## src/csr_pkg.sv

```systemverilog
// package of constants and types for the common status reporting block
package csr_pkg;

   // avalon register map, byte addresses
   localparam logic [4:0] CSR_ADDR_STB = 5'h00;
   localparam logic [4:0] CSR_ADDR_ESR = 5'h04;
   localparam logic [4:0] CSR_ADDR_SRE = 5'h08;
   localparam logic [4:0] CSR_ADDR_ESE = 5'h0c;
   localparam logic [4:0] CSR_ADDR_CMD = 5'h10;
   localparam logic [4:0] CSR_ADDR_CFG = 5'h14;

   // status byte bit positions
   localparam int CSR_STB_OPER = 7;
   localparam int CSR_STB_RQS = 6;
   localparam int CSR_STB_ESB = 5;
   localparam int CSR_STB_MAV = 4;
   localparam int CSR_STB_QUES = 3;
   localparam logic [7:0] CSR_STB_USED = 8'hf8;
   localparam logic [7:0] CSR_SRE_USED = 8'hb8;
   localparam logic [7:0] CSR_COND_LOW = 8'h07;

   // standard event bit positions
   localparam int CSR_ESR_PON = 7;
   localparam int CSR_ESR_URQ = 6;
   localparam int CSR_ESR_CME = 5;
   localparam int CSR_ESR_EXE = 4;
   localparam int CSR_ESR_DDE = 3;
   localparam int CSR_ESR_QYE = 2;
   localparam int CSR_ESR_RQC = 1;
   localparam int CSR_ESR_OPC = 0;

   // reset values
   localparam logic [7:0] CSR_ESR_RST = 8'h80;
   localparam logic [7:0] CSR_ZERO8 = 8'h00;
   localparam logic [31:0] CSR_ZERO32 = 32'h0000_0000;

   // command word fields
   localparam logic [7:0] CSR_CMD_STAR = 8'h2a;
   localparam int CSR_CMD_HDR_LSB = 0;
   localparam int CSR_CMD_OP_LSB = 8;
   localparam int CSR_CMD_VAL_LSB = 16;
   localparam int CSR_CMD_TERM_BIT = 24;
   localparam int CSR_CFG_QUEUE_BIT = 0;

   typedef enum logic [3:0] {
      CSR_OP_NONE = 4'b0000,
      CSR_OP_CLS = 4'b0001,
      CSR_OP_ESE = 4'b0010,
      CSR_OP_SRE = 4'b0011,
      CSR_OP_OPC = 4'b0100
   } csr_op_type;

   typedef enum logic [1:0] {
      CSR_IDLE = 2'b00,
      CSR_OPC_WAIT = 2'b01
   } csr_state_type;

   // avalon-mm request from the master
   typedef struct packed {
      logic read;
      logic write;
      logic [4:0] address;
      logic [3:0] byteenable;
      logic [31:0] writedata;
   } csr_av_req_type;

   // conditions reported into the status byte
   typedef struct packed {
      logic oper_sum;
      logic ques_sum;
      logic oq_not_empty;
   } csr_cond_type;

endpackage

```

## src/csr_srq.sv

```systemverilog
// service request generator and request-service bit of the status byte
`timescale 1ns/10ps
module csr_srq (
   // clock and reset
   input wire logic clk_i,
   input wire logic rst_n_i,
   // summary bits of the status byte and enable mask
   input wire logic [7:0] summary_i,
   input wire logic [7:0] sre_i,
   // clear requests
   input wire logic poll_clr_i,
   input wire logic mss_clr_i,
   // request-service bit
   output logic rqs_o
);
   import csr_pkg::*;

   logic [7:0] prev_q;
   logic [7:0] rise;
   logic set_srq;

   // only 0 to 1 transitions count, so a bit stuck high asks once
   genvar g;
   generate
      for (g = 0; g < 8; g++) begin : g_rise
         assign rise[g] = summary_i[g] & ~prev_q[g] & sre_i[g];
      end
   endgenerate

   assign set_srq = |rise;

   always_ff @(posedge clk_i or negedge rst_n_i) begin
      if (!rst_n_i) begin
         prev_q <= CSR_ZERO8;
      end else begin
         prev_q <= summary_i;
      end
   end

   // a new request in the poll cycle wins over the clear
   always_ff @(posedge clk_i or negedge rst_n_i) begin
      if (!rst_n_i) begin
         rqs_o <= 1'b0;
      end else if (set_srq) begin
         rqs_o <= 1'b1;
      end else if (poll_clr_i || mss_clr_i) begin
         rqs_o <= 1'b0;
      end
   end
   // no clear from the summary dropping: the bit holds

endmodule // csr_srq

```

## src/csr_status.sv

```systemverilog
// common status reporting registers with avalon-mm slave and serial poll
`timescale 1ns/10ps
module csr_status (
   // clock and reset
   input wire logic MCLK_I,
   input wire logic NRST_I,
   // avalon-mm slave
   input wire csr_pkg::csr_av_req_type AVS_REQ_I,
   output logic [31:0] AVS_READDATA_O,
   output logic AVS_WAITREQUEST_O,
   // instrument events and conditions
   input wire logic [7:0] EVENT_I,
   input wire csr_pkg::csr_cond_type COND_I,
   input wire logic OPC_DONE_I,
   // serial poll from the controller
   input wire logic SPOLL_I,
   output logic [7:0] SPOLL_DATA_O,
   output logic SPOLL_VALID_O,
   // service request and queue control
   output logic SRQ_O,
   output logic ERRQ_FLUSH_O,
   output logic OQ_FLUSH_O,
   output logic OPC_CANCEL_O,
   output logic [7:0] STB_O
);
   import csr_pkg::*;

   // masked view of the service request enable
   function automatic logic [7:0] sre_mask(input logic [7:0] v);
      sre_mask = v & CSR_SRE_USED;
   endfunction

   function automatic logic is_common(input logic [31:0] w);
      is_common = (w[CSR_CMD_HDR_LSB +: 8] == CSR_CMD_STAR);
   endfunction

   // one register hit: the strobe and the address both match
   function automatic logic hit(input logic strobe, input logic [4:0] addr,
                                input logic [4:0] reg_addr);
      hit = strobe && (addr == reg_addr);
   endfunction

   // a register byte zero-extended to the bus word
   function automatic logic [31:0] byte_word(input logic [7:0] b);
      byte_word = {24'h00_0000, b};
   endfunction

   logic waitreq_q;
   logic ack;
   logic rd_ack;
   logic wr_ack;
   logic rd_take;
   logic [31:0] rdata_q;
   logic [7:0] esr_q;
   logic [7:0] ese_q;
   logic [7:0] sre_q;
   logic [7:0] esr_taken_q;
   logic mav_q;
   logic rqs;
   logic esb;
   logic [7:0] summary;
   logic [7:0] stb;
   logic cmd_wr;
   logic cmd_ok;
   logic cmd_bad;
   csr_op_type cmd_op;
   logic [7:0] cmd_val;
   logic cmd_term;
   logic cls;
   logic cls_term;
   logic mss_clr;
   logic ese_ld;
   logic sre_ld;
   logic [7:0] ese_d;
   logic [7:0] sre_d;
   logic qmode_q;
   logic [7:0] esr_set;
   logic esr_rd_clr;
   csr_state_type state_q;
   logic errq_q;
   logic oqf_q;
   logic opcc_q;
   logic [7:0] poll_data_q;
   logic poll_valid_q;

   // bus handshake: one wait cycle, then the access is acknowledged
   always_ff @(posedge MCLK_I or negedge NRST_I) begin
      if (!NRST_I) begin
         waitreq_q <= 1'b1;
      end else begin
         waitreq_q <= ~((AVS_REQ_I.read | AVS_REQ_I.write) & waitreq_q);
      end
   end

   assign ack = ~waitreq_q & (AVS_REQ_I.read | AVS_REQ_I.write);
   assign rd_ack = ack & AVS_REQ_I.read;
   assign wr_ack = ack & AVS_REQ_I.write & AVS_REQ_I.byteenable[0];
   assign rd_take = AVS_REQ_I.read & waitreq_q;

   // command word decode
   assign cmd_wr = hit(wr_ack, AVS_REQ_I.address, CSR_ADDR_CMD);
   assign cmd_ok = cmd_wr && is_common(AVS_REQ_I.writedata);
   assign cmd_bad = cmd_wr && !is_common(AVS_REQ_I.writedata);
   assign cmd_op = csr_op_type'(AVS_REQ_I.writedata[CSR_CMD_OP_LSB +: 4]);
   assign cmd_val = AVS_REQ_I.writedata[CSR_CMD_VAL_LSB +: 8];
   assign cmd_term = AVS_REQ_I.writedata[CSR_CMD_TERM_BIT];
   assign cls = cmd_ok && (cmd_op == CSR_OP_CLS);
   assign cls_term = cls && cmd_term;

   // the low condition bits are unused, so they always read zero here
   assign mss_clr = cls_term && ((stb & CSR_COND_LOW) == CSR_ZERO8);

   // enable loads from the command word or a direct register write
   always_comb begin
      ese_ld = 1'b0;
      sre_ld = 1'b0;
      ese_d = ese_q;
      sre_d = sre_q;
      if (cmd_ok && (cmd_op == CSR_OP_ESE)) begin
         ese_ld = 1'b1;
         ese_d = cmd_val;
      end else if (cmd_ok && (cmd_op == CSR_OP_SRE)) begin
         sre_ld = 1'b1;
         sre_d = sre_mask(cmd_val);
      end else if (hit(wr_ack, AVS_REQ_I.address, CSR_ADDR_ESE)) begin
         ese_ld = 1'b1;
         ese_d = AVS_REQ_I.writedata[7:0];
      end else if (hit(wr_ack, AVS_REQ_I.address, CSR_ADDR_SRE)) begin
         sre_ld = 1'b1;
         sre_d = sre_mask(AVS_REQ_I.writedata[7:0]);
      end
   end

   // enables change only by a load; zero clears, reset command never does
   always_ff @(posedge MCLK_I or negedge NRST_I) begin
      if (!NRST_I) begin
         ese_q <= CSR_ZERO8;
      end else if (ese_ld) begin
         ese_q <= ese_d;
      end
   end

   always_ff @(posedge MCLK_I or negedge NRST_I) begin
      if (!NRST_I) begin
         sre_q <= CSR_ZERO8;
      end else if (sre_ld) begin
         sre_q <= sre_d;
      end
   end

   // operation-complete tracking
   always_ff @(posedge MCLK_I or negedge NRST_I) begin
      if (!NRST_I) begin
         state_q <= CSR_IDLE;
      end else begin
         unique case (state_q)
            CSR_IDLE: begin
               if (cmd_ok && (cmd_op == CSR_OP_OPC)) begin
                  state_q <= CSR_OPC_WAIT;
               end
            end
            CSR_OPC_WAIT: begin
               if (cls || OPC_DONE_I) begin
                  state_q <= CSR_IDLE;
               end
            end
            default: begin
               state_q <= CSR_IDLE;
            end
         endcase
      end
   end

   // event sources; bit weights follow the event layout
   always_comb begin
      esr_set = EVENT_I;
      if ((state_q == CSR_OPC_WAIT) && OPC_DONE_I && !cls) begin
         esr_set[CSR_ESR_OPC] = 1'b1;
      end
      if (cmd_bad || (cmd_ok && (cmd_op == CSR_OP_NONE))) begin
         esr_set[CSR_ESR_CME] = 1'b1;
      end
   end

   // what the bus read saw; only those bits are cleared on the ack
   always_ff @(posedge MCLK_I or negedge NRST_I) begin
      if (!NRST_I) begin
         esr_taken_q <= CSR_ZERO8;
      end else if (hit(rd_take, AVS_REQ_I.address, CSR_ADDR_ESR)) begin
         esr_taken_q <= esr_q;
      end
   end

   assign esr_rd_clr = hit(rd_ack, AVS_REQ_I.address, CSR_ADDR_ESR);

   // a new event wins over read-clear, and over clear-status unless it is the OPC_DONE_I completion
   always_ff @(posedge MCLK_I or negedge NRST_I) begin
      if (!NRST_I) begin
         esr_q <= CSR_ESR_RST;
      end else if (cls) begin
         esr_q <= esr_set;
      end else if (esr_rd_clr) begin
         esr_q <= (esr_q & ~esr_taken_q) | esr_set;
      end else begin
         esr_q <= esr_q | esr_set;
      end
   end

   // queue mode: when set, message-available follows the queue level
   always_ff @(posedge MCLK_I or negedge NRST_I) begin
      if (!NRST_I) begin
         qmode_q <= 1'b1;
      end else if (hit(wr_ack, AVS_REQ_I.address, CSR_ADDR_CFG)) begin
         qmode_q <= AVS_REQ_I.writedata[CSR_CFG_QUEUE_BIT];
      end
   end

   // a flush masks the queue level in the command cycle and in the cycle the flush travels out
   always_ff @(posedge MCLK_I or negedge NRST_I) begin
      if (!NRST_I) begin
         mav_q <= 1'b0;
      end else if (cls_term || oqf_q) begin
         mav_q <= 1'b0;
      end else begin
         mav_q <= qmode_q & COND_I.oq_not_empty;
      end
   end

   assign esb = |(esr_q & ese_q);

   // status byte without the request-service bit
   always_comb begin
      summary = CSR_ZERO8;
      summary[CSR_STB_OPER] = COND_I.oper_sum;
      summary[CSR_STB_ESB] = esb;
      summary[CSR_STB_MAV] = mav_q;
      summary[CSR_STB_QUES] = COND_I.ques_sum;
   end

   csr_srq u_srq (
      .clk_i(MCLK_I),
      .rst_n_i(NRST_I),
      .summary_i(summary),
      .sre_i(sre_q),
      .poll_clr_i(SPOLL_I),
      .mss_clr_i(mss_clr),
      .rqs_o(rqs)
   );

   always_comb begin
      stb = summary;
      stb[CSR_STB_RQS] = rqs;
      stb = stb & CSR_STB_USED;
   end

   // bus read data captured in the wait cycle, held through the ack
   always_ff @(posedge MCLK_I or negedge NRST_I) begin
      if (!NRST_I) begin
         rdata_q <= CSR_ZERO32;
      end else if (rd_take) begin
         unique case (AVS_REQ_I.address)
            CSR_ADDR_STB: rdata_q <= byte_word(stb);
            CSR_ADDR_ESR: rdata_q <= byte_word(esr_q);
            CSR_ADDR_SRE: rdata_q <= byte_word(sre_mask(sre_q));
            CSR_ADDR_ESE: rdata_q <= byte_word(ese_q);
            CSR_ADDR_CFG: rdata_q <= {31'h0000_0000, qmode_q};
            default: rdata_q <= CSR_ZERO32;
         endcase
      end
   end

   // serial poll returns the live status byte of the poll cycle
   always_ff @(posedge MCLK_I or negedge NRST_I) begin
      if (!NRST_I) begin
         poll_data_q <= CSR_ZERO8;
         poll_valid_q <= 1'b0;
      end else begin
         poll_valid_q <= SPOLL_I;
         if (SPOLL_I) begin
            poll_data_q <= stb;
         end
      end
   end

   // one-cycle strobes toward the queues and the sequencer
   always_ff @(posedge MCLK_I or negedge NRST_I) begin
      if (!NRST_I) begin
         errq_q <= 1'b0;
      end else begin
         errq_q <= cls;
      end
   end

   always_ff @(posedge MCLK_I or negedge NRST_I) begin
      if (!NRST_I) begin
         oqf_q <= 1'b0;
      end else begin
         oqf_q <= cls_term;
      end
   end

   always_ff @(posedge MCLK_I or negedge NRST_I) begin
      if (!NRST_I) begin
         opcc_q <= 1'b0;
      end else begin
         opcc_q <= cls && (state_q == CSR_OPC_WAIT);
      end
   end

   // the srq line is the registered request-service bit
   always_ff @(posedge MCLK_I or negedge NRST_I) begin
      if (!NRST_I) begin
         SRQ_O <= 1'b0;
      end else begin
         SRQ_O <= stb[CSR_STB_RQS];
      end
   end

   always_ff @(posedge MCLK_I or negedge NRST_I) begin
      if (!NRST_I) begin
         STB_O <= CSR_ZERO8;
      end else begin
         STB_O <= stb;
      end
   end

   assign AVS_READDATA_O = rdata_q;
   assign AVS_WAITREQUEST_O = waitreq_q;
   assign SPOLL_DATA_O = poll_data_q;
   assign SPOLL_VALID_O = poll_valid_q;
   assign ERRQ_FLUSH_O = errq_q;
   assign OQ_FLUSH_O = oqf_q;
   assign OPC_CANCEL_O = opcc_q;

endmodule // csr_status

```

## config.mk

```make
export PLATFORM = sky130hd
export DESIGN_NAME = csr_status
export DESIGN_NICKNAME = d
export VERILOG_FILES = /design/src/csr_pkg.sv /design/src/csr_srq.sv /design/src/csr_status.sv
export SDC_FILE = /design/constraint.sdc
export NUM_CORES = 1
export LEC_CHECK = 0
export BUFFER_PORTS_ARGS = -buffer_cell sky130_fd_sc_hd__clkbuf_2
export CORE_ASPECT_RATIO = 0.8
export CORE_MARGIN = 2
export CORE_UTILIZATION = 42
export CTS_CLUSTER_SIZE = 30
export DETAILED_ROUTE_END_ITERATION = 12
export GPL_ROUTABILITY_DRIVEN = 1
export PLACE_DENSITY_LB_ADDON = 0.2
export SLEW_MARGIN = 20
export SYNTH_ARGS = -nofsm -noshare
export SYNTH_HDL_FRONTEND = slang
export SYNTH_SLANG_ARGS = --single-unit
```

## constraint.sdc

```tcl
create_clock -name MCLK_I -period 4.35 [get_ports MCLK_I]
set_clock_uncertainty 0.15 [all_clocks]
set_input_delay 0.6525 -clock MCLK_I [delete_from_list [all_inputs] [get_ports MCLK_I]]
set_output_delay 0.6525 -clock MCLK_I [all_outputs]
set_load 0.05 [all_outputs]
```

## Yosys cells after proc, flatten, opt, wreduce, memory -nomap -nowiden

Cells that the tools add are included.

- Logic and storage cells: 119
- Register bits: 89
- Input bits: 58
- Output and inout bits: 54

- Equality and inequality tests: 15
- Reduce and logical (&&, ||, !) cells: 34
- Bitwise operators: 28
- Multiplexer cells: 24

Operators with widths:

| cell | number |
|---|---|
| 8-bit 2-to-1 mux | 8 |
| 8-bit one-hot mux with 5 select lines | 1 |
| 1-bit logical AND | 17 |
| 8-bit AND | 2 |
| 8-bit bitwise OR | 2 |
| 1-bit AND | 15 |
| 1-bit 2-to-1 mux | 12 |
| 5-bit by 4-bit == test with 1-bit output (second input constant) | 2 |
| 5-bit == test (second input constant) | 2 |
| 4-bit by 2-bit == test with 1-bit output (second input constant) | 2 |
| 8-bit by 6-bit == test with 1-bit output (second input constant) | 1 |
| 2-bit inequality test (second input constant) | 4 |
| 8-bit NOT | 1 |
| 8-bit OR reduction | 1 |
| 1-bit NOT | 7 |
| 2-bit nonzero test | 3 |
| 5-bit by 3-bit == test with 1-bit output (second input constant) | 1 |
| 5-bit zero test | 1 |
| 4-bit by 1-bit == test with 1-bit output (second input constant) | 1 |
| 4-bit by 3-bit == test with 1-bit output (second input constant) | 1 |
| 4-bit zero test | 1 |
| 1-bit logical OR | 4 |
| 2-bit 2-to-1 mux | 2 |
| 2-bit one-hot mux with 2 select lines | 1 |
| 8 further kinds | 9 |

## Longest topological paths before layout

- Word-level depth: 13
- Mapped depth: 6

## Hierarchy

Synthesis repeated with hierarchy kept, for this count alone.

- Cell total of the unflattened synthesis: 268
- Area, all modules: 3046.7 um2

By module, submodules not included:

| module | cells an instance | times used | area each (um2) |
|---|---|---|---|
| csr_status | 246 | 1 | 2732.6 |
| csr_srq | 22 | 1 | 314.1 |

## Least setup slack after synthesis

OpenSTA, ideal clock, no wires.

- Kind: input port to flip-flop
- Start: input port AVS_REQ_I[4] (netlist name)
- End: register esr_q[5]
- Path buffers: 2
- Arrival: 2.538 ns
- Setup time: 0.126 ns
- Setup slack: 1.536 ns
- Stages on the path: 6
- Path through: or4b_1 > or3_1 > buf_2 > or4b_4 > buf_6 > a311o_1

- Longest elaborated chain between the ends: 8
- Elaborated cells between the ends (all ways): 12

RTL lines:

| item | RTL line | source |
|---|---|---|
| start: declaration | csr_status.sv:8 | `input wire csr_pkg::csr_av_req_type AVS_REQ_I,` |
| 8-bit by 6-bit == test with 1-bit output (*) | csr_status.sv:34 | `is_common = (w[CSR_CMD_HDR_LSB +: 8] == CSR_CMD_STAR);` |
| 1-bit zero test or 1-bit logical AND (tied branches) | csr_status.sv:103, csr_status.sv:102 |  |
| 1-bit logical AND, on equally long branches | csr_status.sv:103, csr_status.sv:180 |  |
| 1-bit logical OR | csr_status.sv:180 | `if (cmd_bad \|\| (cmd_ok && (cmd_op == CSR_OP_NONE))) begin` |
| 1-bit 2-to-1 mux | csr_status.sv:180 |  |
| 8-bit bitwise OR, on equally long branches | csr_status.sv:205, csr_status.sv:203 |  |
| 8-bit 2-to-1 mux | csr_status.sv:202 | `end else if (esr_rd_clr) begin` |
| 8-bit 2-to-1 mux (*) | csr_status.sv:200 | `end else if (cls) begin` |
| end signal: assignment | csr_status.sv:201 | `esr_q <= esr_set;` |
| end signal: assignment | csr_status.sv:203 | `esr_q <= (esr_q & ~esr_taken_q) \| esr_set;` |
| end signal: assignment | csr_status.sv:205 | `esr_q <= esr_q \| esr_set;` |
| end: declaration | csr_status.sv:54 | `logic [7:0] esr_q;` |

Mark *: on every way between the ends. The rest lies on a longest branch, timed or not.
A chain may end at the register's enable or synchronous reset.

## Worst setup path in the final report

Same ends and word-level chain as after synthesis.

==> results.sh <==
export IMPL_worstHoldPathType="flip-flop to flip-flop"
export IMPL_grt_max_degree=56
export IMPL_cts_buffers=5
export IMPL_rsz0062_at_grt="no"
export IMPL_critPathArrivalTime_ps=2850
export IMPL_drive_gt1_frac=0.353
export IMPL_row_count=26
export IMPL_worst_path_max_fanout=15
export IMPL_crit_path_end_kind="flip-flop"
export IMPL_num_vias=2096
export IMPL_root_buffer="clkbuf_8"
export IMPL_numPortBuffers=67
export IMPL_ys_ff_latch=55
export IMPL_post_cts_buffers=0
export IMPL_synthFlopType="dfrtp_1"
export IMPL_routed_wl_mm=6.53
export IMPL_fin_crit_ps=2810
export IMPL_path_cells="clkbuf_2 > or4b_1 > or3_1 > or4b_4 > a311o_1"
export IMPL_cp_start_kind="primary input"
export IMPL_drc_errors=0
export IMPL_dpl_hpwl_mm=5.05
export IMPL_gp_congestion=0.825
export IMPL_routed_via_density=5.29
export IMPL_status="finished, final reports clean"
export IMPL_placed_area_um2=3090
export IMPL_ant_nets=0
export IMPL_netlist_area_um2=2810
export IMPL_ioPinCount=112
export IMPL_core_area_um2=6410
export IMPL_cts_tree="built"
export IMPL_synth_edf_count=0
export IMPL_clock_path_buffers=2
export IMPL_cp_required_ps=4400
export IMPL_vdd_drop_max_v=0.000156
export IMPL_start_util=0.438
export IMPL_antenna_found_initial=0
export IMPL_dieArea_um2=7350
export IMPL_slew_headroom=0.528
export IMPL_syn_inst=248
export IMPL_slowest_delay_ps=640
export IMPL_fin_nets=369
export IMPL_power_density_nw_per_um2=375
export IMPL_grt_pass1_wl_mm=10.5
export IMPL_slowest_stage="or4b_4"
export IMPL_firstDrtPassIters=4
export IMPL_cap_violations=0
export IMPL_die_w_um=95.4
export IMPL_drtIter0Drc=98
export IMPL_ys_types=47
export IMPL_power_leakage_nw=1.51
export IMPL_ctsHoldBuffers=0
export IMPL_design_area_um2=3190
export IMPL_syn_area_per_cell_um2=11.3
export IMPL_fin_tns_setup_ps=0
export IMPL_tightest_slew_ps=702
export IMPL_path_class="primary input to flip-flop"
export IMPL_cts_clk_slew_worst_paths_ps=110
export IMPL_ctsResizeCount=0
export IMPL_n_antenna_cell=0
export IMPL_cts_sinks=55
export IMPL_fmax_ghz=0.356
export IMPL_area_growth_pct=13.6
export IMPL_layout_setup_ws_ps=1540
export IMPL_post_drt_wl_per_cell_um=16.5
export IMPL_finalCritPeriodShare=0.645
export IMPL_first_global_vias=1980
export IMPL_chipHeight_um=77.1
export IMPL_htreeDepth=2
export IMPL_slew_violations=0
export IMPL_synthArstFlopShare=1.00
export IMPL_setup_viol=0
export IMPL_clk_latency_ps=310
export IMPL_post_place_ws_ps=1220
export IMPL_hold_violations=0
export IMPL_gr_usage_all_layers=0.184
export IMPL_yosysSeqAreaShare=0.492
export IMPL_grt_overflow_total=0
export IMPL_yosysWarnings=0
metrics by stage:
step | power [W] | std cells | hold slack, ps | utilization
floorplan | 0.000843 | 277 | 207 | -
global placement | 0.000902 | 388 | 268 | 0.482
detailed placement | 0.000907 | 388 | 267 | 0.482
CTS | 0.00121 | 396 | 293 | 0.497
global route | 0.00126 | 396 | 314 | 0.497
finish | 0.00120 | 396 | 289 | 0.497
layout by cell type, fill, tap and decap left out, types with 2 or more instances in the layout:
| master | instances |
|---|---|
| clkbuf_8 | 5 |
| nor4b_1 | 2 |
| a31o_2 | 6 |
| o211ai_1 | 2 |
| nand3b_1 | 3 |
| nor3_1 | 4 |
| o21ai_0 | 7 |
| a21oi_1 | 9 |
| nand2_1 | 19 |
| mux2_2 | 18 |
| nor4_1 | 7 |
| or4_1 | 2 |
| and2_1 | 5 |
| dfrtp_1 | 52 |
| a22oi_1 | 5 |
| or4b_1 | 2 |
| inv_1 | 2 |
| nor2_1 | 5 |
| or3_1 | 2 |
| mux2i_1 | 10 |
| o22ai_1 | 2 |
| mux4_2 | 3 |
| buf_4 | 3 |
| o311a_1 | 4 |
| nand3_1 | 3 |
| dfstp_2 | 3 |
| a22o_1 | 5 |
| nand4_1 | 2 |
| clkbuf_2 | 67 |
| conb_1 | 30 |
| a221o_1 | 4 |
| nand2b_1 | 3 |
cells by family (layout without fill, tap and decap cells):
logic type             after synthesis  count (layout)  synth area share
muxes                               31              31             0.132
and+or+nand+nor                     68              68             0.143
DFF                                 55              55             0.492
other                                1              30           0.00134
AOI/OAI and AO/OA                   48              48             0.127
buffers and inverters               45              80             0.105
path summary, 6_finish.rpt:
check | from | end | slack, ps | depth (start not counted)
min in group asynchronous | NRST_I | STB_O[7] | 310 | 2
max | AVS_REQ_I[4] | esr_q[5] | 1540 | 5
max reg2reg | AVS_WAITREQUEST_O | sre_q[7] | 1820 | 5
max in group asynchronous | NRST_I | ese_q[1] | 3280 | 2
min reg2reg | mav_q | STB_O[4] | 290 | 0
min | mav_q | STB_O[4] | 290 | 0
final cells by class:
cell class,count,area [µm²]
Clock buffer,5,68.8
Clock inverter,3,27.5
Fill cell,640,3220
Inverter,2,7.51
Multi-Input combinational cell,177,1240
Sequential cell,55,1380
Tap cell,84,105
Timing Repair Buffer,70,358
synthesized netlist by cell type (3+ instances only):
cell | number | area [µm²]
dfrtp_1 | 52 | 1300
buf_4 | 31 | 233
nand2_1 | 19 | 71.3
mux2_2 | 18 | 203
mux2i_1 | 10 | 100
a21oi_1 | 9 | 45.0
clkbuf_1 | 7 | 26.3
nor4_1 | 7 | 43.8
o21ai_0 | 7 | 35.0
a31o_2 | 6 | 52.6
a22o_1 | 5 | 43.8
a22oi_1 | 5 | 37.5
and2_1 | 5 | 31.3
nor2_1 | 5 | 18.8
a221o_1 | 4 | 40.0
nor3_1 | 4 | 20.0
o311a_1 | 4 | 40.0
buf_1 | 3 | 11.3
dfstp_2 | 3 | 78.8
mux4_2 | 3 | 67.6
nand2b_1 | 3 | 18.8
nand3_1 | 3 | 15.0
nand3b_1 | 3 | 22.5
registers in the layout, indices dropped and copies added, names as in the netlist, 4 cells and up:
| signal | count |
|---|---|
| AVS_READDATA_O | 8 |
| ese_q | 8 |
| esr_q | 8 |
| esr_taken_q | 8 |
| SPOLL_DATA_O | 5 |
| STB_O | 5 |
| sre_q | 4 |
metal layers:
| metal | part of all wire | vias up | GRT usage |
|---|---|---|---|
| met5 | 0 | - | 0 |
| met4 | 0.0074 | 0 | 0.0314 |
| met3 | 0.085 | 6 | 0.0413 |
| met2 | 0.41 | 89 | 0.246 |
| met1 | 0.50 | 1010 | 0.303 |
| li1 | - | 991 | - |
power breakdown:
part           internal, W  switching, W  total, W
clock             0.000120      0.000181  0.000301
sequential        0.000562     0.0000337  0.000596
combinational    0.0000826      0.000216  0.000298
total             0.000765      0.000431   0.00120
worst max-delay path: cells and delay by family:
family	cells	cell delay, ps
AND/OR/NAND/NOR	3	1770
AO/OA/AOI/OAI	1	340
buffers and inverters	1	100
Power figures use the tool's default switching activity.
